### src/shared/ufdeb_regs.vh
// Purpose: register indices, field positions, reset values and counts
//          for the serial transceiver with drive enable and baud timer
// Assumes: register index times four is the wishbone byte address
// Notes:   each channel owns eight consecutive indices
`ifndef UFDEB_REGS_VH
`define UFDEB_REGS_VH

// channel control-zero and own-address indices
`define UFDEB_IDX_CTL0_A 12'hF42
`define UFDEB_IDX_ADDR_A 12'hF45
`define UFDEB_IDX_CTL0_B 12'hF4A
`define UFDEB_IDX_ADDR_B 12'hF4D
// distance from channel base to control-zero
`define UFDEB_CTL0_REL 12'h002
`define UFDEB_CHAN_SPAN 12'h008

// offsets inside a channel
`define UFDEB_OFS_DATA 3'h0
`define UFDEB_OFS_STAT 3'h1
`define UFDEB_OFS_CTL0 3'h2
`define UFDEB_OFS_CTL1 3'h3
`define UFDEB_OFS_MASK 3'h4
`define UFDEB_OFS_ADDR 3'h5
`define UFDEB_OFS_BRGH 3'h6
`define UFDEB_OFS_BRGL 3'h7

// control zero fields
`define UFDEB_C0_TEN 7
`define UFDEB_C0_REN 6
`define UFDEB_C0_CLEAR_TO_SEND_GATING 5
`define UFDEB_C0_PEN 4
`define UFDEB_C0_PSEL 3
`define UFDEB_C0_BREAK_SEND_BIT 2
`define UFDEB_C0_STOP2 1
`define UFDEB_C0_LOOP 0

// control one fields
`define UFDEB_C1_MULTINODE_ENABLE 7
`define UFDEB_C1_MULTINODE_MODE_SELECT_HI 6
`define UFDEB_C1_MULTINODE_MODE_SELECT_LO 5
`define UFDEB_C1_TXADR 4
`define UFDEB_C1_DRIVE_ENABLE_POLARITY 3
`define UFDEB_C1_BAUD_TIMER_CONTROL 1

// sticky status fields
`define UFDEB_ST_RDA 0
`define UFDEB_ST_TXE 1
`define UFDEB_ST_NEW_FRAME_FLAG 2
`define UFDEB_ST_PERR 3
`define UFDEB_ST_FERR 4
`define UFDEB_ST_OVR 5
`define UFDEB_ST_TMR 6

// reset values
`define UFDEB_RST_BYTE 8'h00
`define UFDEB_RST_DIV 16'h0000

// baud ticks per bit, half bit, and lead ticks before start bit
`define UFDEB_OVS 5'h10
`define UFDEB_OVS_HALF 4'h7
`define UFDEB_LEAD_TICKS 5'h11

`endif

### src/design/ufdeb_brg.v
// Purpose: baud divisor counter, one-cycle tick every divisor clocks
// Assumes: divisor 0 behaves as 1
// Notes:   reloads itself on expiry, so timer ticks repeat
`timescale 1ns/100ps
module ufdeb_brg (
  input wire clk_i,
  input wire rst_i,
  input wire run_i,
  input wire [15:0] div_i,
  output reg tick_o
);

  reg [15:0] cnt_q;

  always @(posedge clk_i) begin
    if (rst_i || !run_i) begin
      // preload so the first tick comes a full interval after start
      cnt_q <= div_i;
      tick_o <= 1'b0;
    end else if (cnt_q <= 16'h0001) begin
      cnt_q <= div_i;
      tick_o <= 1'b1;
    end else begin
      cnt_q <= cnt_q - 16'h0001;
      tick_o <= 1'b0;
    end
  end

endmodule

### src/design/ufdeb_uart.v
// Purpose: serial transceiver channel with bus drive enable and timer
// Assumes: pins synchronous to clk_i; classic wishbone register slave
// Notes:   baud tick is 16x the bit rate; channel picked by CHAN_B
// Operation
// - mode 11: no address interrupt, newframe first data
// - drive enable covers whole transmitted frame
// - drive enable rises on transmit data write
// - enable leads start bit one to two bits
// - enable drops one clock after stop
// - enable held across back to back characters
// - polarity bit inverts drive enable
// - bit 7 transmit enable, clear-to-send gating
// - bit 6 enables the receiver
// - bit 4 adds parity, multinode overrides
// - bit 3 selects even or odd parity
// - break bit forces line low, aborts
// - address compare gates data available
// - two bytes form sixteen-bit baud divisor
// - timer interrupt every divisor clocks
//
// Local design decision: the Wishbone interface to the registers.
`timescale 1ns/100ps
`include "ufdeb_regs.vh"
module ufdeb_uart #(
  parameter CHAN_B = 0
) (
  input wire clk_i,
  input wire rst_i,
  input wire cyc_i,
  input wire stb_i,
  input wire we_i,
  input wire [13:0] adr_i,
  input wire [3:0] sel_i,
  input wire [31:0] dat_i,
  output reg [31:0] dat_o,
  output reg ack_o,
  input wire rxd_i,
  input wire cts_n_i,
  output reg txd_o,
  output reg de_o,
  output reg irq_o
);

  localparam T_IDLE = 3'h0;
  localparam T_LEAD = 3'h1;
  localparam T_START = 3'h2;
  localparam T_DATA = 3'h3;
  localparam T_NINTH = 3'h4;
  localparam T_STOP = 3'h5;
  localparam T_FIN = 3'h6;

  localparam R_IDLE = 3'h0;
  localparam R_START = 3'h1;
  localparam R_DATA = 3'h2;
  localparam R_NINTH = 3'h3;
  localparam R_STOP = 3'h4;

  localparam [11:0] CTL0_IDX = CHAN_B ? `UFDEB_IDX_CTL0_B :
                                        `UFDEB_IDX_CTL0_A;
  localparam [11:0] BASE_IDX = CTL0_IDX - `UFDEB_CTL0_REL;

  reg [7:0] ctl0_q;
  reg [7:0] ctl1_q;
  reg [7:0] mask_q;
  reg [7:0] addr_q;
  reg [15:0] div_q;
  reg [6:0] sts_q;
  reg [7:0] rxbuf_q;
  reg [7:0] hold_q;
  reg hold_v_q;
  reg rx_adr_q;

  // bus decode
  wire req = cyc_i & stb_i;
  wire [11:0] rel = adr_i[13:2] - BASE_IDX;
  wire hit = (rel < `UFDEB_CHAN_SPAN);
  wire [2:0] ofs = rel[2:0];
  wire wr = req & ack_o & we_i & sel_i[0] & hit;
  wire [7:0] wd = dat_i[7:0];
  wire wr_data = wr && (ofs == `UFDEB_OFS_DATA);

  wire transmit_enable_bit = ctl0_q[`UFDEB_C0_TEN];
  wire ren = ctl0_q[`UFDEB_C0_REN];
  wire parity_enable_bit = ctl0_q[`UFDEB_C0_PEN];
  wire psel = ctl0_q[`UFDEB_C0_PSEL];
  wire break_send_bit = ctl0_q[`UFDEB_C0_BREAK_SEND_BIT];
  wire multinode_enable = ctl1_q[`UFDEB_C1_MULTINODE_ENABLE];
  wire multinode_mode_select_hi = ctl1_q[`UFDEB_C1_MULTINODE_MODE_SELECT_HI];
  wire multinode_mode_select_lo = ctl1_q[`UFDEB_C1_MULTINODE_MODE_SELECT_LO];
  wire timer_on = ctl1_q[`UFDEB_C1_BAUD_TIMER_CONTROL] & ~transmit_enable_bit & ~ren;
  wire ninth_on = multinode_enable | parity_enable_bit;

  wire tick;

  ufdeb_brg u_brg (
    .clk_i(clk_i),
    .rst_i(rst_i),
    .run_i(transmit_enable_bit | ren | timer_on),
    .div_i(div_q),
    .tick_o(tick)
  );

  // ---------------- transmitter ----------------
  reg [2:0] ts_q;
  reg [2:0] ts_d;
  reg [4:0] tcnt_q;
  reg [2:0] tbit_q;
  reg [7:0] tsh_q;
  reg tninth_q;
  reg tline_q;
  wire de_d;
  wire [4:0] tcnt_nx = tcnt_q + 5'h01;
  wire [4:0] lead_max = `UFDEB_LEAD_TICKS - 5'h01;
  wire bit_end = tick && (tcnt_nx == `UFDEB_OVS);
  // transmitter gated by enable and clear-to-send
  wire tx_ok = transmit_enable_bit & (~ctl0_q[`UFDEB_C0_CLEAR_TO_SEND_GATING] | ~cts_n_i);
  // holding byte counts as taken only once it moves to the shifter,
  // so a write during the lead time replaces the byte still waiting in hold_q
  wire take = (ts_d == T_START) && (ts_q != T_START);

  always @* begin
    ts_d = ts_q;
    case (ts_q)
      T_IDLE: begin
        if (hold_v_q) begin
          ts_d = T_LEAD;
        end
      end
      T_LEAD: begin
        // seventeen ticks: over one bit, under two
        if (tick && tcnt_q >= (`UFDEB_LEAD_TICKS - 5'h01) && tx_ok) begin
          ts_d = T_START;
        end
      end
      T_START: begin
        if (bit_end) begin
          ts_d = T_DATA;
        end
      end
      T_DATA: begin
        if (bit_end && tbit_q == 3'h7) begin
          ts_d = ninth_on ? T_NINTH : T_STOP;
        end
      end
      T_NINTH: begin
        if (bit_end) begin
          ts_d = T_STOP;
        end
      end
      T_STOP: begin
        if (bit_end && (tbit_q == 3'h1 || !ctl0_q[`UFDEB_C0_STOP2])) begin
          ts_d = T_FIN;
        end
      end
      T_FIN: begin
        // next character starts without dropping enable
        ts_d = (hold_v_q && tx_ok) ? T_START : T_IDLE;
      end
      default: begin
        ts_d = T_IDLE;
      end
    endcase
    if (break_send_bit) begin
      ts_d = T_IDLE;
    end
  end

  // enable rises with the data write
  // held one clock past the pin's stop bit
  assign de_d = ((ts_d != T_IDLE) || (ts_q == T_FIN) || wr_data) && !break_send_bit;

  always @(posedge clk_i) begin
    if (rst_i) begin
      ts_q <= T_IDLE;
      tcnt_q <= 5'h00;
      tbit_q <= 3'h0;
      tsh_q <= `UFDEB_RST_BYTE;
      tninth_q <= 1'b0;
      tline_q <= 1'b1;
      de_o <= 1'b0;
      txd_o <= 1'b1;
    end else begin
      ts_q <= ts_d;
      // enable high across start, data, ninth and stop
      de_o <= de_d ^ ctl1_q[`UFDEB_C1_DRIVE_ENABLE_POLARITY];
      // break holds the line at zero
      txd_o <= break_send_bit ? 1'b0 : tline_q;
      if (ts_d != ts_q) begin
        tcnt_q <= 5'h00;
      end else if (tick) begin
        if (ts_q == T_LEAD) begin
          // lead count saturates while clear-to-send holds the start
          tcnt_q <= (tcnt_q == lead_max) ? tcnt_q : tcnt_nx;
        end else begin
          tcnt_q <= bit_end ? 5'h00 : tcnt_nx;
        end
      end
      if (ts_d == T_START && ts_q != T_START) begin
        tsh_q <= hold_q;
        tbit_q <= 3'h0;
        // even or odd parity on send
        tninth_q <= multinode_enable ? ctl1_q[`UFDEB_C1_TXADR] : (^hold_q) ^ psel;
        tline_q <= 1'b0;
      end else if (bit_end) begin
        case (ts_q)
          T_START: begin
            tline_q <= tsh_q[0];
          end
          T_DATA: begin
            tsh_q <= {1'b0, tsh_q[7:1]};
            tbit_q <= (tbit_q == 3'h7) ? 3'h0 : tbit_q + 3'h1;
            tline_q <= (tbit_q == 3'h7) ? (ninth_on ? tninth_q : 1'b1)
                                        : tsh_q[1];
          end
          T_STOP: begin
            tbit_q <= tbit_q + 3'h1;
            tline_q <= 1'b1;
          end
          default: begin
            tline_q <= 1'b1;
          end
        endcase
      end
      // an aborted frame must not leave the line low after break
      if (break_send_bit) begin
        tline_q <= 1'b1;
      end
    end
  end

  // ---------------- receiver ----------------
  reg [2:0] rs_q;
  reg [3:0] rcnt_q;
  reg [2:0] rbit_q;
  reg [7:0] rsh_q;
  reg rninth_q;
  reg rline_q;
  reg matched_q;
  reg first_q;
  wire rx_in = ctl0_q[`UFDEB_C0_LOOP] ? tline_q : rxd_i;
  wire samp = tick && (rcnt_q == `UFDEB_OVS_HALF);
  wire rx_done = samp && (rs_q == R_STOP);
  wire is_adr = multinode_enable & rninth_q;
  wire adr_hit = (rsh_q == addr_q);
  reg deliver;
  reg new_frame_flag;

  always @* begin
    deliver = 1'b0;
    new_frame_flag = 1'b0;
    if (rx_done) begin
      if (!multinode_enable || !multinode_mode_select_hi) begin
        deliver = 1'b1;
        new_frame_flag = is_adr;
      end else if (is_adr) begin
        deliver = adr_hit && !multinode_mode_select_lo;
        new_frame_flag = adr_hit && !multinode_mode_select_lo;
      end else begin
        deliver = matched_q;
        new_frame_flag = matched_q && multinode_mode_select_lo && first_q;
      end
    end
  end

  always @(posedge clk_i) begin
    if (rst_i) begin
      rs_q <= R_IDLE;
      rcnt_q <= 4'h0;
      rbit_q <= 3'h0;
      rsh_q <= `UFDEB_RST_BYTE;
      rninth_q <= 1'b0;
      rline_q <= 1'b1;
      matched_q <= 1'b0;
      first_q <= 1'b0;
    end else begin
      rline_q <= rx_in;
      if (tick) begin
        rcnt_q <= rcnt_q + 4'h1;
      end
      case (rs_q)
        R_IDLE: begin
          if (ren && rline_q && !rx_in) begin
            rs_q <= R_START;
            rcnt_q <= 4'h0;
          end
        end
        R_START: begin
          if (samp) begin
            rs_q <= rline_q ? R_IDLE : R_DATA;
            rbit_q <= 3'h0;
          end
        end
        R_DATA: begin
          if (samp) begin
            rsh_q <= {rline_q, rsh_q[7:1]};
            rbit_q <= rbit_q + 3'h1;
            if (rbit_q == 3'h7) begin
              rs_q <= ninth_on ? R_NINTH : R_STOP;
              rninth_q <= 1'b0;
            end
          end
        end
        R_NINTH: begin
          if (samp) begin
            rninth_q <= rline_q;
            rs_q <= R_STOP;
          end
        end
        R_STOP: begin
          if (samp) begin
            rs_q <= R_IDLE;
            if (is_adr) begin
              matched_q <= adr_hit;
              first_q <= 1'b1;
            end else if (deliver) begin
              first_q <= 1'b0;
            end
          end
        end
        default: begin
          rs_q <= R_IDLE;
        end
      endcase
      if (!ren) begin
        rs_q <= R_IDLE;
      end
    end
  end

  // parity checked with the same sense
  wire perr = rx_done && parity_enable_bit && !multinode_enable && ((^rsh_q) ^ psel ^ rninth_q);
  wire ferr = rx_done && !rline_q;

  // ---------------- registers and events ----------------
  reg [6:0] set_ev;
  wire [6:0] clr_ev = (wr && ofs == `UFDEB_OFS_STAT) ? wd[6:0] : 7'h00;

  always @* begin
    set_ev = 7'h00;
    set_ev[`UFDEB_ST_RDA] = deliver;
    set_ev[`UFDEB_ST_TXE] = take;
    set_ev[`UFDEB_ST_NEW_FRAME_FLAG] = new_frame_flag;
    set_ev[`UFDEB_ST_PERR] = perr;
    set_ev[`UFDEB_ST_FERR] = ferr;
    set_ev[`UFDEB_ST_OVR] = deliver && sts_q[`UFDEB_ST_RDA];
    // one event per divisor interval in timer mode
    set_ev[`UFDEB_ST_TMR] = tick && timer_on;
  end

  always @(posedge clk_i) begin
    if (rst_i) begin
      ctl0_q <= `UFDEB_RST_BYTE;
      ctl1_q <= `UFDEB_RST_BYTE;
      mask_q <= `UFDEB_RST_BYTE;
      addr_q <= `UFDEB_RST_BYTE;
      div_q <= `UFDEB_RST_DIV;
      sts_q <= 7'h00;
      rxbuf_q <= `UFDEB_RST_BYTE;
      rx_adr_q <= 1'b0;
      hold_q <= `UFDEB_RST_BYTE;
      hold_v_q <= 1'b0;
      ack_o <= 1'b0;
      dat_o <= 32'h00000000;
      irq_o <= 1'b0;
    end else begin
      // one wait state, then ack for exactly one cycle
      ack_o <= req & ~ack_o;
      // set beats a clear in the same cycle
      sts_q <= (sts_q & ~clr_ev) | set_ev;
      irq_o <= |(((sts_q & ~clr_ev) | set_ev) & mask_q[6:0]);
      if (deliver) begin
        rxbuf_q <= rsh_q;
        rx_adr_q <= is_adr;
      end
      if (take) begin
        hold_v_q <= 1'b0;
      end
      if (wr) begin
        case (ofs)
          `UFDEB_OFS_DATA: begin
            hold_q <= wd;
            hold_v_q <= 1'b1;
          end
          `UFDEB_OFS_CTL0: ctl0_q <= wd;
          `UFDEB_OFS_CTL1: ctl1_q <= wd;
          `UFDEB_OFS_MASK: mask_q <= wd;
          `UFDEB_OFS_ADDR: addr_q <= wd;
          `UFDEB_OFS_BRGH: div_q[15:8] <= wd;
          `UFDEB_OFS_BRGL: div_q[7:0] <= wd;
          default: begin
          end
        endcase
      end
      if (req && !ack_o) begin
        dat_o <= 32'h00000000;
        if (!we_i && hit) begin
          case (ofs)
            `UFDEB_OFS_DATA: dat_o[7:0] <= rxbuf_q;
            `UFDEB_OFS_STAT: dat_o[10:0] <= {rx_adr_q, hold_v_q,
                                             (ts_q != T_IDLE), 1'b0, sts_q};
            `UFDEB_OFS_CTL0: dat_o[7:0] <= ctl0_q;
            `UFDEB_OFS_CTL1: dat_o[7:0] <= ctl1_q;
            `UFDEB_OFS_MASK: dat_o[7:0] <= mask_q;
            `UFDEB_OFS_ADDR: dat_o[7:0] <= addr_q;
            `UFDEB_OFS_BRGH: dat_o[7:0] <= div_q[15:8];
            `UFDEB_OFS_BRGL: dat_o[7:0] <= div_q[7:0];
            default: dat_o <= 32'h00000000;
          endcase
        end
      end
    end
  end

endmodule

### config.mk
export PLATFORM = sky130hd
export DESIGN_NAME = ufdeb_uart
export DESIGN_NICKNAME = d
export VERILOG_FILES = /design/src/design/ufdeb_brg.v /design/src/design/ufdeb_uart.v
export VERILOG_INCLUDE_DIRS = /design/src /design/src/shared
export SDC_FILE = /design/constraint.sdc
export NUM_CORES = 1
export LEC_CHECK = 0
export ABC_AREA = 1
export BUFFER_PORTS_ARGS = -buffer_cell sky130_fd_sc_hd__buf_2
export CAP_MARGIN = 20
export CORE_UTILIZATION = 30
export CTS_BUF_LIST = sky130_fd_sc_hd__clkbuf_16
export DETAILED_ROUTE_END_ITERATION = 10
export GPL_ROUTABILITY_DRIVEN = 1
export SETUP_SLACK_MARGIN = 0.3
export SLEW_MARGIN = 20
export SYNTH_ARGS = -nofsm -noshare
export SYNTH_HDL_FRONTEND = slang
export SYNTH_SLANG_ARGS = --single-unit
### constraint.sdc
create_clock -name clk_i -period 5.1 [get_ports clk_i]
set_input_delay 0.765 -clock clk_i [delete_from_list [all_inputs] [get_ports clk_i]]
set_output_delay 0.765 -clock clk_i [all_outputs]
set_load 0.01 [all_outputs]
# After elaboration in Yosys (flattened, before gate mapping)
# Cells that the tools add are included.
# op_classes
add_sub_neg	6
magnitude_cmp	3
n_eq_ne	34
mux	62
n_bitwise	27
n_reduce_logical	74
# ops
cell	count
$pmux W8 S8	1
$mux W3	17
$mux W16	2
$eq A3 B3 Y1 const B	10
$logic_and A1 B1 Y1	25
$mux W8	3
$mux W1	23
$reduce_and A2 Y1	11
$eq A3 B2 Y1 const B	7
$pmux W3 S7	1
$le A16 B1 Y1 const B	1
$reduce_xor A8 Y1	2
$sub A16 B1 Y16 const B	1
$mux W5	3
$pmux W3 S5	1
$and A7 B7 Y7	2
$ne A2 B2 Y1 const B	7
$eq A3 B1 Y1 const B	4
$lt A12 B4 Y1 const B	1
$mux W4	3
$pmux W3 S2	2
$reduce_bool A2 Y1	6
$sub A12 B12 Y12 const B	1
$mux W11	1
27 further kinds	71
# totals
regBits	169
inputBits	57
output_inout_bits	36
elab_cells	238

# Longest topological paths before layout
# Gate-level depths: netlist (run 1).
# logic_depth
ltp_word	12
ltp_mapped	16
ltp_nobuf	16

# Cells and area by module
# From an unflattened synthesis (run 1), not the netlist that was laid out.
# unflattened
hier_cells	1079
area_unflattened_um2	7642.3
# by_module_without_submodules
mod	instances	cells_per_inst	area_per_inst_um2	seq_area_each_um2
ufdeb_uart	1	909	6595.1	2622.5
ufdeb_brg	1	170	1047.3	340.3

# Least setup slack after synthesis (run 1)
# OpenSTA, ideal clock, no wires.
# synth_path
path_kind	input -> register
from	in adr_i[7]
to	reg de_o
setup_time_ps	115
t_arrival_ps	2017
t_required_ps	4985
setup_slack_ps	2968
path_stages	12
path_buffers	0
cell_sequence	nor2_1 -> nand2_1 -> nor3_2 -> nand2_1 -> nor2_4 -> clkinv_1 -> o31ai_1 -> nor2_1 -> nand3_1 -> nand3_1 -> nand2_1 -> nor2_1
# synth_via
elab_chain_cells	7
# synth_rtl
element	line	source
start: declaration	ufdeb_uart.v:32	input wire [13:0] adr_i,
$sub A12 B12 Y12	ufdeb_uart.v:75	wire [11:0] rel = adr_i[13:2] - BASE_IDX;
$lt A12 B4 Y1 (no source line)	n/a	
$and A1 B1 Y1	ufdeb_uart.v:78	wire wr = req & ack_o & we_i & sel_i[0] & hit;
$logic_and A1 B1 Y1	ufdeb_uart.v:80	wire wr_data = wr && (ofs == `UFDEB_OFS_DATA);
$logic_or A1 B1 Y1	ufdeb_uart.v:170	assign de_d = ((ts_d != T_IDLE) || (ts_q == T_FIN) || wr_data) && !break_send_bit;
$logic_and A1 B1 Y1	ufdeb_uart.v:170	
$xor A1 B1 Y1	ufdeb_uart.v:185	de_o <= de_d ^ ctl1_q[`UFDEB_C1_DRIVE_ENABLE_POLARITY];
end signal: assignment	ufdeb_uart.v:185	
end: declaration	ufdeb_uart.v:40	output reg de_o,
# No other way between the ends.
# A chain may end at the register's enable or synchronous reset.

# Worst setup path in the final report (run 1)
# layout_path
from	reg u_brg.tick_o
to	reg irq_o
# layout_via
elab_chain_cells	10
word_cells_on_any_way	27
classes_between	eq/ne (1); mux (9); bitwise (2); reduce/logical (15)
# layout_rtl
element	line	source
start: declaration	ufdeb_brg.v:10	output reg tick_o
start signal: assignment	ufdeb_brg.v:19	tick_o <= 1'b0;
start signal: assignment	ufdeb_brg.v:22	tick_o <= 1'b1;
start signal: assignment	ufdeb_brg.v:25	tick_o <= 1'b0;
$logic_and A1 B1 Y1 (on tied branches)	ufdeb_uart.v:114, ufdeb_uart.v:131	
$logic_and A1 B1 Y1 (on tied branches)	ufdeb_uart.v:151, ufdeb_uart.v:131, ufdeb_uart.v:141	
$mux W3 (on tied branches)	ufdeb_uart.v:151, ufdeb_uart.v:131, ufdeb_uart.v:141	
$pmux W3 S7	ufdeb_uart.v:123	case (ts_q)
$mux W3	ufdeb_uart.v:163	if (break_send_bit) begin
$eq A3 B2 Y1	ufdeb_uart.v:119	wire take = (ts_d == T_START) && (ts_q != T_START);
$logic_and A1 B1 Y1	ufdeb_uart.v:119	
$or A7 B7 Y7 (*)	ufdeb_uart.v:370	irq_o <= |(((sts_q & ~clr_ev) | set_ev) & mask_q[6:0]);
$and A7 B7 Y7 (*)	ufdeb_uart.v:370	
$reduce_or A7 Y1 (*)	ufdeb_uart.v:370	
end signal: assignment	ufdeb_uart.v:370	
end: declaration	ufdeb_uart.v:41	output reg irq_o
# Every way passes the cells marked *; elsewhere a longest branch is shown, timed or not.

==> results of run 1 <==
## path summary, 6_finish.rpt
| kind | slack, ps | to | depth (start not counted) |
|---|---|---|---|
| max | 2680 | irq_o$_SDFF_PP0_ | 10 |
| min | 460 | rbit_q[0]$_SDFFE_PP0P_ | 1 |
| max reg2reg | 2680 | irq_o$_SDFF_PP0_ | 10 |
| min reg2reg | 460 | rbit_q[0]$_SDFFE_PP0P_ | 1 |
## layout make-up
cell class,count,area (um2),area share
clock buffers,17,425,0.0511
clock inverters,15,143,0.0171
inverters,133,499,0.0600
multi-input cells,707,3670,0.441
flip-flops and latches,148,2960,0.356
well taps,319,399,0.0480
repair buffers,43,218,0.0262
## layer usage
layer,vias to the layer above,share of wire,track usage
li1,3382,-,-
met1,2935,0.48,0.213
met2,159,0.45,0.263
met3,30,0.055,0.0348
met4,0,0.018,0.0604
met5,-,0,0
## synthesized netlist by cell type, types with 2 or more instances
cell type	n
sky130_fd_sc_hd__nand2b_1	2
sky130_fd_sc_hd__nor2_2	8
sky130_fd_sc_hd__ha_1	11
sky130_fd_sc_hd__xor2_1	14
sky130_fd_sc_hd__or2_2	3
sky130_fd_sc_hd__clkinv_1	3
sky130_fd_sc_hd__nor2_1	119
sky130_fd_sc_hd__o221ai_1	6
sky130_fd_sc_hd__o21ai_0	112
sky130_fd_sc_hd__inv_1	125
sky130_fd_sc_hd__inv_2	5
sky130_fd_sc_hd__buf_2	2
sky130_fd_sc_hd__a22oi_1	9
sky130_fd_sc_hd__nand3b_4	2
sky130_fd_sc_hd__nor3_1	8
sky130_fd_sc_hd__nand3_1	52
sky130_fd_sc_hd__nand4_1	13
sky130_fd_sc_hd__clkbuf_1	27
sky130_fd_sc_hd__buf_4	23
sky130_fd_sc_hd__nor3_2	4
sky130_fd_sc_hd__o211ai_1	6
sky130_fd_sc_hd__dfxtp_1	148
sky130_fd_sc_hd__a31oi_1	5
sky130_fd_sc_hd__nor2_4	2
sky130_fd_sc_hd__xnor2_1	21
sky130_fd_sc_hd__a21oi_1	97
sky130_fd_sc_hd__o22ai_1	5
sky130_fd_sc_hd__nand2_2	5
sky130_fd_sc_hd__nand2_1	158
sky130_fd_sc_hd__o2111ai_1	7
sky130_fd_sc_hd__o21ai_1	3
## power groups by stage
stage / sequential [uW] / clock [uW] / combinational [uW]
4_1_cts: 1160 / 1240 / 82.5
3_3_place_gp: 1180 / 0 / 82.0
2_1_floorplan: 1180 / 0 / 57.9
3_5_place_dp: 1180 / 0 / 82.4
5_1_grt: 1160 / 1290 / 92.0
6_report: 1160 / 1220 / 83.4
## worst max-delay path, cell delays in order (launching register included)
cell	delay [ps]
sky130_fd_sc_hd__dfxtp_1	530
sky130_fd_sc_hd__nand2_1	160
sky130_fd_sc_hd__nor3_2	330
sky130_fd_sc_hd__nand2_1	190
sky130_fd_sc_hd__a31oi_1	190
sky130_fd_sc_hd__nand2_1	310
sky130_fd_sc_hd__o21ai_0	350
sky130_fd_sc_hd__nand2_1	80
sky130_fd_sc_hd__nand3_1	90
sky130_fd_sc_hd__nand2_1	50
sky130_fd_sc_hd__nand2_1	90
## per-stage QoR
step,std cells,cell area (um2),utilization,hold WS [ps]
after floorplan,1042,7440,-,426
after global placement,1350,7750,0.326,438
after detailed placement,1350,7750,0.326,446
after CTS,1382,8320,0.350,459
after global routing,1382,8320,0.350,475
final,1382,8320,0.350,457
## logic make-up after synthesis
group / share of synthesized area
buf+inv: 0.109
simple gates: 0.236
compound gates: 0.192
flops: 0.403
fa+ha+maj: 0.0187
xor+xnor: 0.0416
other cells: 0.000509
==> run summary, run 1 <==
* clock network fraction of total power: 0.496
* number of instances resized during post-cts repair: 0
* worst-case clock skew: 10.2 ps
* total I/O pin count: 93
* leading cell types by total area after synthesis: sky130_fd_sc_hd__dfxtp_1 (40%), sky130_fd_sc_hd__nand2_1 (8.1%), sky130_fd_sc_hd__o21ai_0 (7.6%)
* setup TNS: 0 ps
* detailed placer's ending HPWL: 14.0 mm
* actual slew at the worst max-slew pin: 841 ps
* average via count per standard cell: 4.71
* mean routed wirelength per cell: 14.0 um
* first-pass GRT wire length: 31.2 mm
* FF-to-FF Start: u_brg.tick_o$_SDFF_PP0_
* cell leakage power: 0.00333 uW
* Power per Cell Area: 296 mW/mm2
* chip width: 159 um
* ANT cells: 0
* most used cells in the layout excluding fill and tap cells: sky130_fd_sc_hd__nand2_1 (158), sky130_fd_sc_hd__dfxtp_1 (148), sky130_fd_sc_hd__inv_1 (126)
* Synth top area share: 0.403
* cell internal pwr: 1890 uW
* critical-path maximum fanout: 13
* leading registers by flop count: div_q x16, u_brg.cnt_q x16, dat_o x11
* total overflow reported by the global router: 0
* critical setup path kind: reg -> reg
* crit path capture type: register
* data arrival time of the critical path: 2790 ps
* clock transition at the register clock pins on the worst setup and hold paths after CTS: 60 ps
* min cycle time layout: 2420 ps
* number of failing setup endpoints in the final timing report: 0
* worst skew pair latency: 430 ps
* startpoint of the tightest hold check path: rbit_q[0]$_SDFFE_PP0P_
* smallest setup slack after layout: 2680 ps
* post-synthesis cell type count: 48
* Root Buffer Master: sky130_fd_sc_hd__clkbuf_16
* clock tree from TritonCTS: done
* most common library cell in the layout ignoring fill and taps: sky130_fd_sc_hd__nand2_1
* via count of the first global-routing pass: 6,015
* result of the run: completed
* sequential fraction of the synthesis area: 0.403
* RSZ-0062 raised after global routing: false
* count of endpoints failing hold in the final timing report: 0
* violation count after the first detailed-route iteration: 428
* total via count after detailed routing: 6,506
* library cell with the largest summed area after synthesis: sky130_fd_sc_hd__dfxtp_1
* number of synthesized register bits: 148
* largest net degree at the start of global routing: 50
* synthesis-to-finish area growth: 13.0%
* required time worst endpoint: 5470 ps
* critical path launch point type: register
* antenna violations before repair: 0
* Comb power frac: 0.034
* buffers inserted during post-CTS setup optimization: 0
* maximum clock insertion buffer count: 2
* mean cell area of the mapped netlist: 7.20 um2
* routability congestion estimate: 0.879
* IO Port Bufs: 42
* net switching power: 574 uW
* deepest level of the CTS H-tree: 4
* All-Layer GR Usage: 0.163
* minimum setup slack after placement: 2310 ps
* vertical extent of the die: 159 um
* drt total wl: 19.4 mm
* post-synthesis cell count: 1,022
* ANT nets after route: 0
* final critical-path share of the clock period: 0.475
* number of maximum-capacitance violations: 0
* Syn. warnings: 0
* total DRC errors in the routed layout: 0
* Fill cells: 2,528
* number of flops mapped to enable cells by yosys: 0
* Final Slew Violations: 0
* sequential power share: 0.470
* cts bufs inserted: 17
* Sinks on Clock Net: 148
* # rows: 56
* kind of path behind the tightest hold check: reg -> reg
* area of the core: 0.0238 mm2
* share of post-route cells with drive strength above 1: 0.102
* Final nets: 1,118
* starting density of the core: 0.310
* Total Power Consumption: 2460 uW
* VDD IR-drop max: 0.000215 V
* max-slew headroom at the worst pin: 0.440
* sw frac: 0.233
* proportion of synthesized flip-flops having asynchronous set or reset: 0
* Most used DFF post-synth: sky130_fd_sc_hd__dfxtp_1
* f_max: 413 MHz
* first-pass iteration count of the detailed router: 5
* origin of the worst setup path: u_brg.tick_o$_SDFF_PP0_
* cts-stage hold buffer count: 0
* die area: 0.0252 mm2
* area of the mapped netlist: 0.00736 mm2
Note: power is estimated with default switching activity, not from simulation.
==> run 2, diff against run 1 <==
==> constraint.sdc (replaced) <==
create_clock -name clk_i -period 1.95 [get_ports clk_i]
set_input_delay 0.2925 -clock clk_i [delete_from_list [all_inputs] [get_ports clk_i]]
set_output_delay 0.2925 -clock clk_i [all_outputs]
set_load 0.01 [all_outputs]
==> run 2 against run 1 <==
  * Worst setup slack worse by 2700 ps
  * Largest power group unchanged
  * Die area unchanged
  * Hold slack got worse by 190 ps
  * Critical endpoint is now tsh_q[6]$_SDFFE_PP0P_
==> run summary, run 2 (same netlist as run 1, synthesis figures left out) <==
* result of the run: completed
* Root Buffer Master: sky130_fd_sc_hd__clkbuf_16
* cell internal pwr: 4870 uW
* Final nets: 1,193
* total I/O pin count: 93
* Min-Delay Endpoint: hold_q[0]$_SDFFE_PP0P_
* net switching power: 1600 uW
* synthesis-to-finish area growth: 29.7%
* critical path launch point type: register
* Register-to-Register Path Depth: 13
* worst skew pair latency: 430 ps
* share of post-route cells with drive strength above 1: 0.278
* data arrival time of the critical path: 2250 ps
* cell leakage power: 0.00388 uW
* required time worst endpoint: 2270 ps
* final critical-path share of the clock period: 0.988
* Power per Cell Area: 678 mW/mm2
* ANT cells: 0
* violation count after the first detailed-route iteration: 542
* Sinks on Clock Net: 148
* critical setup path kind: reg -> reg
* startpoint of the tightest hold check path: dat_i[0]
* die area: 0.0252 mm2
* count of endpoints failing hold in the final timing report: 0
* most common library cell in the layout ignoring fill and taps: sky130_fd_sc_hd__nand2_1
* total DRC errors in the routed layout: 0
* sw frac: 0.248
* total overflow reported by the global router: 0
* number of instances on the worst hold path: 3
* origin of the worst setup path: tcnt_q[0]$_SDFFE_PP0P_
* All-Layer GR Usage: 0.178
* average via count per standard cell: 4.79
* area of the core: 0.0238 mm2
* cts-stage hold buffer count: 0
* Top cell by count, worst path: sky130_fd_sc_hd__nand2_2
* leading registers by flop count: div_q x16, u_brg.cnt_q x16, dat_o x11
* Comb power frac: 0.038
* worst reg2reg setup slack: 20 ps
* # rows: 56
* Critical R2R Capture: tsh_q[6]$_SDFFE_PP0P_
* detailed placer's ending HPWL: 14.8 mm
* drt total wl: 21.6 mm
* largest net degree at the start of global routing: 35
* worst-case clock skew: 9.76 ps
* maximum clock insertion buffer count: 2
* max-slew headroom at the worst pin: 0.642
* cts bufs inserted: 17
* number of failing setup endpoints in the final timing report: 0
* via count of the first global-routing pass: 6,579
* worst path cell trace: ha_4, nand3_4, nand2_2, nand2_2, nor2_4, nand4_1, nand2_2, nand3_4, nor2_8, buf_12, nand2_8, nand3_1, a21oi_2
* vertical extent of the die: 159 um
* first-pass iteration count of the detailed router: 5
* clock network fraction of total power: 0.496
* CP max-delay cell: sky130_fd_sc_hd__dfxtp_4
* Max stage delay on crit path: 380 ps
* Final Slew Violations: 0
* critical-path maximum fanout: 7
* mean routed wirelength per cell: 14.8 um
* routability congestion estimate: 0.878
* total via count after detailed routing: 6,976
* crit path capture type: register
* number of maximum-capacitance violations: 0
* starting density of the core: 0.310
* IO Port Bufs: 42
* Min Hold Slack: 267 ps
* sequential power share: 0.466
* antenna violations before repair: 0
* clock transition at the register clock pins on the worst setup and hold paths after CTS: 60 ps
* most used cells in the layout excluding fill and tap cells: sky130_fd_sc_hd__nand2_1 (135), sky130_fd_sc_hd__dfxtp_1 (126), sky130_fd_sc_hd__inv_1 (113)
* first-pass GRT wire length: 34.3 mm
* RSZ-0062 raised after global routing: true
* VDD IR-drop max: 0.000639 V
* setup TNS: 0 ps
* f_max: 519 MHz
* chip width: 159 um
* kind of path behind the tightest hold check: in -> reg
* actual slew at the worst max-slew pin: 534 ps
* FF-to-FF Start: tcnt_q[0]$_SDFFE_PP0P_
* min cycle time layout: 1930 ps
* clock tree from TritonCTS: done
* ANT nets after route: 0
* deepest level of the CTS H-tree: 4
[run 2: area by class of cell]
class	instances	area, um2
clock inverter	15	145
fill	2428	14200
clock buffer	17	425
timing repair buffer	117	856
multi-input combinational	708	4200
inverter	133	519
tap	319	399
sequential	148	3000
[run 2: worst max-delay path: cells and delay by family, from the launching register on]
| family | cells | cell delay (ps) |
|---|---|---|
| AND/OR/NAND/NOR | 10 | 1070 |
| flip-flops | 1 | 380 |
| adder cells (fa/ha/maj) | 1 | 180 |
| buffers and inverters | 1 | 130 |
| AO/OA/AOI/OAI | 1 | 60 |
[run 2: power groups by stage]
| stage | combinational, uW | sequential (uW) | clock, uW |
|---|---|---|---|
| after CTS | 236 | 3020 | 3250 |
| after floorplan | 152 | 3090 | 0 |
| after global routing | 270 | 3020 | 3390 |
| after detailed placement | 232 | 3090 | 0 |
| final | 245 | 3020 | 3210 |
| after global placement | 231 | 3090 | 0 |
[run 2: how the worst max path moves through the flow]
stage                     cells past startpoint  slack [ps]                     to
final                                        13          20  tsh_q[6]$_SDFFE_PP0P_
after global routing                         14        -140  tsh_q[6]$_SDFFE_PP0P_
after CTS                                    13          50  tsh_q[6]$_SDFFE_PP0P_
after detailed placement                     14           6  tsh_q[0]$_SDFFE_PP0P_
after global placement                       13          10        de_o$_SDFF_PP0_
after floorplan                              14         110  tsh_q[3]$_SDFFE_PP0P_
[run 2: metal layers]
layer  routed length (um)  share of wire  track usage
met3                  793          0.037       0.0367
met4                  289          0.013       0.0472
met1                10100           0.47        0.234
met2                10400           0.48        0.293
met5                    0              0            0
[run 2: per-stage QoR]
stage                     std cells  utilization  power (uW)  setup WS (ps)  area (um2)
after floorplan                1042            -        3240            107        7480
after global placement         1401        0.345        3320           11.8        8200
after detailed placement       1401        0.345        3320           6.14        8200
after CTS                      1448        0.385        6510           45.4        9150
after global routing           1457        0.402        6680           -140        9550
final                          1457        0.402        6470           23.8        9550
[run 2: repair_timing]
item / 4_1_cts / 5_1_grt
gates resized for setup: 77 / 117
buffers inserted: 12 / 8
pin swaps: 41 / 37
gates cloned: 3 / 1
endpoints found under the setup margin: 53 / 118
==> run 3, diff against run 2 <==
--- a/config.mk
+++ b/config.mk
@@ -13,6 +13,8 @@
 export CTS_BUF_LIST = sky130_fd_sc_hd__clkbuf_16
 export DETAILED_ROUTE_END_ITERATION = 10
 export GPL_ROUTABILITY_DRIVEN = 1
+export PLACE_DENSITY = 0.51
+export RECOVER_POWER = 50
 export SETUP_SLACK_MARGIN = 0.3
 export SLEW_MARGIN = 20
 export SYNTH_ARGS = -nofsm -noshare
==> run 3 against run 2 <==
  * Maximum frequency fell by 0.21%
  * Final cell count rose by 0.62%
  * Clock power rose by 12%
  * Core utilization rose by 0.16 points
  * Cell area rose by 0.39%
  * First-iteration DRC count fell by 27%
  * Critical endpoint is now irq_o$_SDFF_PP0_
  * Highest routed layer unchanged
==> run summary, run 3 (same netlist as run 1, synthesis figures left out) <==
* Sinks on Clock Net: 148
* critical path launch point type: register
* total I/O pin count: 93
* ANT cells: 0
* violation count after the first detailed-route iteration: 398
* largest net degree at the start of global routing: 56
* Root Buffer Master: sky130_fd_sc_hd__clkbuf_16
* mean routed wirelength per cell: 14.9 um
* total overflow reported by the global router: 0
* sequential power share: 0.439
* synthesis-to-finish area growth: 30.2%
* leading registers by flop count: div_q x16, u_brg.cnt_q x16, dat_o x11
* min cycle time layout: 1930 ps
* Comb power frac: 0.037
* final critical-path share of the clock period: 0.990
* ANT nets after route: 0
* max-slew headroom at the worst pin: 0.536
* kind of path behind the tightest hold check: in -> reg
* average via count per standard cell: 4.61
* deepest level of the CTS H-tree: 4
* All-Layer GR Usage: 0.184
* Placed Cells incl. Taps: 1,403
* vertical extent of the die: 159 um
* clock network fraction of total power: 0.524
* cell internal pwr: 5340 uW
* minimum setup slack after placement: -28.6 ps
* via count of the first global-routing pass: 6,481
* Max stage delay on crit path: 380 ps
* net switching power: 1520 uW
* chip width: 159 um
* number of maximum-capacitance violations: 0
* sw frac: 0.222
* placed standard-cell area: 0.00821 mm2
* routability congestion estimate: 0.873
* detailed placer's ending HPWL: 15.4 mm
* clock transition at the register clock pins on the worst setup and hold paths after CTS: 60 ps
* count of endpoints failing hold in the final timing report: 0
* number of failing setup endpoints in the final timing report: 0
* smallest setup slack after layout: 19.7 ps
* sum of buffers and inverters on the critical path: 1
* total via count after detailed routing: 6,765
* data arrival time of the critical path: 2300 ps
* cell leakage power: 0.00384 uW
* maximum clock insertion buffer count: 2
* worst-case clock skew: 12.9 ps
* Fill cells: 2,452
* crit path capture type: register
* first-pass GRT wire length: 34.7 mm
* cts-stage hold buffer count: 0
* final non-filler cell total: 1,466
* actual slew at the worst max-slew pin: 693 ps
* die area: 0.0252 mm2
* share of post-route cells with drive strength above 1: 0.241
* final instance area: 0.00959 mm2
* result of the run: completed
* drt total wl: 21.8 mm
* antenna violations before repair: 0
* IO Port Bufs: 42
* Power per Cell Area: 716 mW/mm2
* VDD IR-drop max: 0.000562 V
* first-pass iteration count of the detailed router: 6
* starting density of the core: 0.310
* f_max: 518 MHz
* Final Slew Violations: 0
* critical setup path kind: reg -> reg
* critical-path maximum fanout: 15
* required time worst endpoint: 2320 ps
* most used cells in the layout excluding fill and tap cells: sky130_fd_sc_hd__nand2_1 (143), sky130_fd_sc_hd__dfxtp_1 (129), sky130_fd_sc_hd__inv_1 (117)
* most common library cell in the layout ignoring fill and taps: sky130_fd_sc_hd__nand2_1
* area of the core: 0.0238 mm2
* category of cells accounting for the largest share of critical-path delay: simple AND/OR/NAND/NOR gates
* Min Hold Slack: 184 ps
* worst path cell trace: ha_4, inv_2, nand2_2, nand3b_1, nor2_4, nand3_1, nand2_2, nand3_4, nor2_8, nand2_8, a21oi_2, nand2_1, nand2_1
* cts bufs inserted: 17
* CP max-delay cell: sky130_fd_sc_hd__dfxtp_4
* clock tree from TritonCTS: done
* # rows: 56
* Final nets: 1,203
* total DRC errors in the routed layout: 0
* RSZ-0062 raised after global routing: true
* worst skew pair latency: 430 ps
==> run 3: changes by cell type in the layout (fill, tap and decap cells not counted), moves of 5 or more <==
cell / delta
sky130_fd_sc_hd__a21oi_1: +10
sky130_fd_sc_hd__dfxtp_2: -8
sky130_fd_sc_hd__dfxtp_4: +5
sky130_fd_sc_hd__a21oi_2: -10
sky130_fd_sc_hd__nor2_4: -5
sky130_fd_sc_hd__nor2_2: -5
sky130_fd_sc_hd__nand2_1: +8
sky130_fd_sc_hd__buf_2: -15
sky130_fd_sc_hd__o21ai_0: -8
sky130_fd_sc_hd__inv_6: -8
sky130_fd_sc_hd__nor2_1: +10
sky130_fd_sc_hd__nand2_2: -6
sky130_fd_sc_hd__clkbuf_1: +19
==> run 3: layout make-up <==
class | count | area (um2) | share of cell area
multi-input cells | 707 | 4100 | 0.428
clock inverters | 14 | 211 | 0.0221
clock buffers | 17 | 425 | 0.0444
repair buffers | 127 | 905 | 0.0944
flip-flops and latches | 148 | 3010 | 0.314
repair inverters | 1 | 11.3 | 0.00117
well taps | 319 | 399 | 0.0416
inverters | 133 | 523 | 0.0546
==> run 3: routing by layer <==
| layer | track usage | part of all wire |
|---|---|---|
| met1 | 0.243 | 0.48 |
| met2 | 0.303 | 0.47 |
| met3 | 0.0286 | 0.031 |
| met4 | 0.0618 | 0.016 |
| met5 | 0 | 0 |
==> run 3: worst paths after layout <==
kind / startpoint / endpoint / slack (ps) / cells past startpoint
worst max-delay path: tcnt_q[1]$_SDFFE_PP0P_ / irq_o$_SDFF_PP0_ / 20 / 13
worst max register to register: tcnt_q[1]$_SDFFE_PP0P_ / irq_o$_SDFF_PP0_ / 20 / 13
worst min-delay path: rst_i / ts_q[2]$_SDFF_PP0_ / 180 / 2
worst min register to register: div_q[4]$_SDFFE_PP0P_ / u_brg.cnt_q[4]$_DFF_P_ / 460 / 2
==> run 3: power by group through the flow <==
stage / Clock [uW] / Combinational (uW) / Sequential, uW
after floorplan: 0 / 152 / 3090
after global routing: 3800 / 278 / 3010
after detailed placement: 0 / 244 / 3090
final: 3600 / 254 / 3010
after global placement: 0 / 244 / 3090
after CTS: 3670 / 251 / 3020
==> run 3: repair_timing <==
action,4_1_cts,5_1_grt
pin swaps,27,39
cloned,2,1
setup endpoints to repair,65,104
gates resized for setup,115,77
setup buffers,14,15
==> run 3: stage by stage <==
step | TNS, ps | total power (uW) | util
CTS | -1.01 | 6940 | 0.392
detailed placement | -131 | 3340 | 0.346
floorplan | 0 | 3240 | -
global placement | -0.00611 | 3330 | 0.346
global route | -1280 | 7090 | 0.404
finish | 0 | 6860 | 0.404
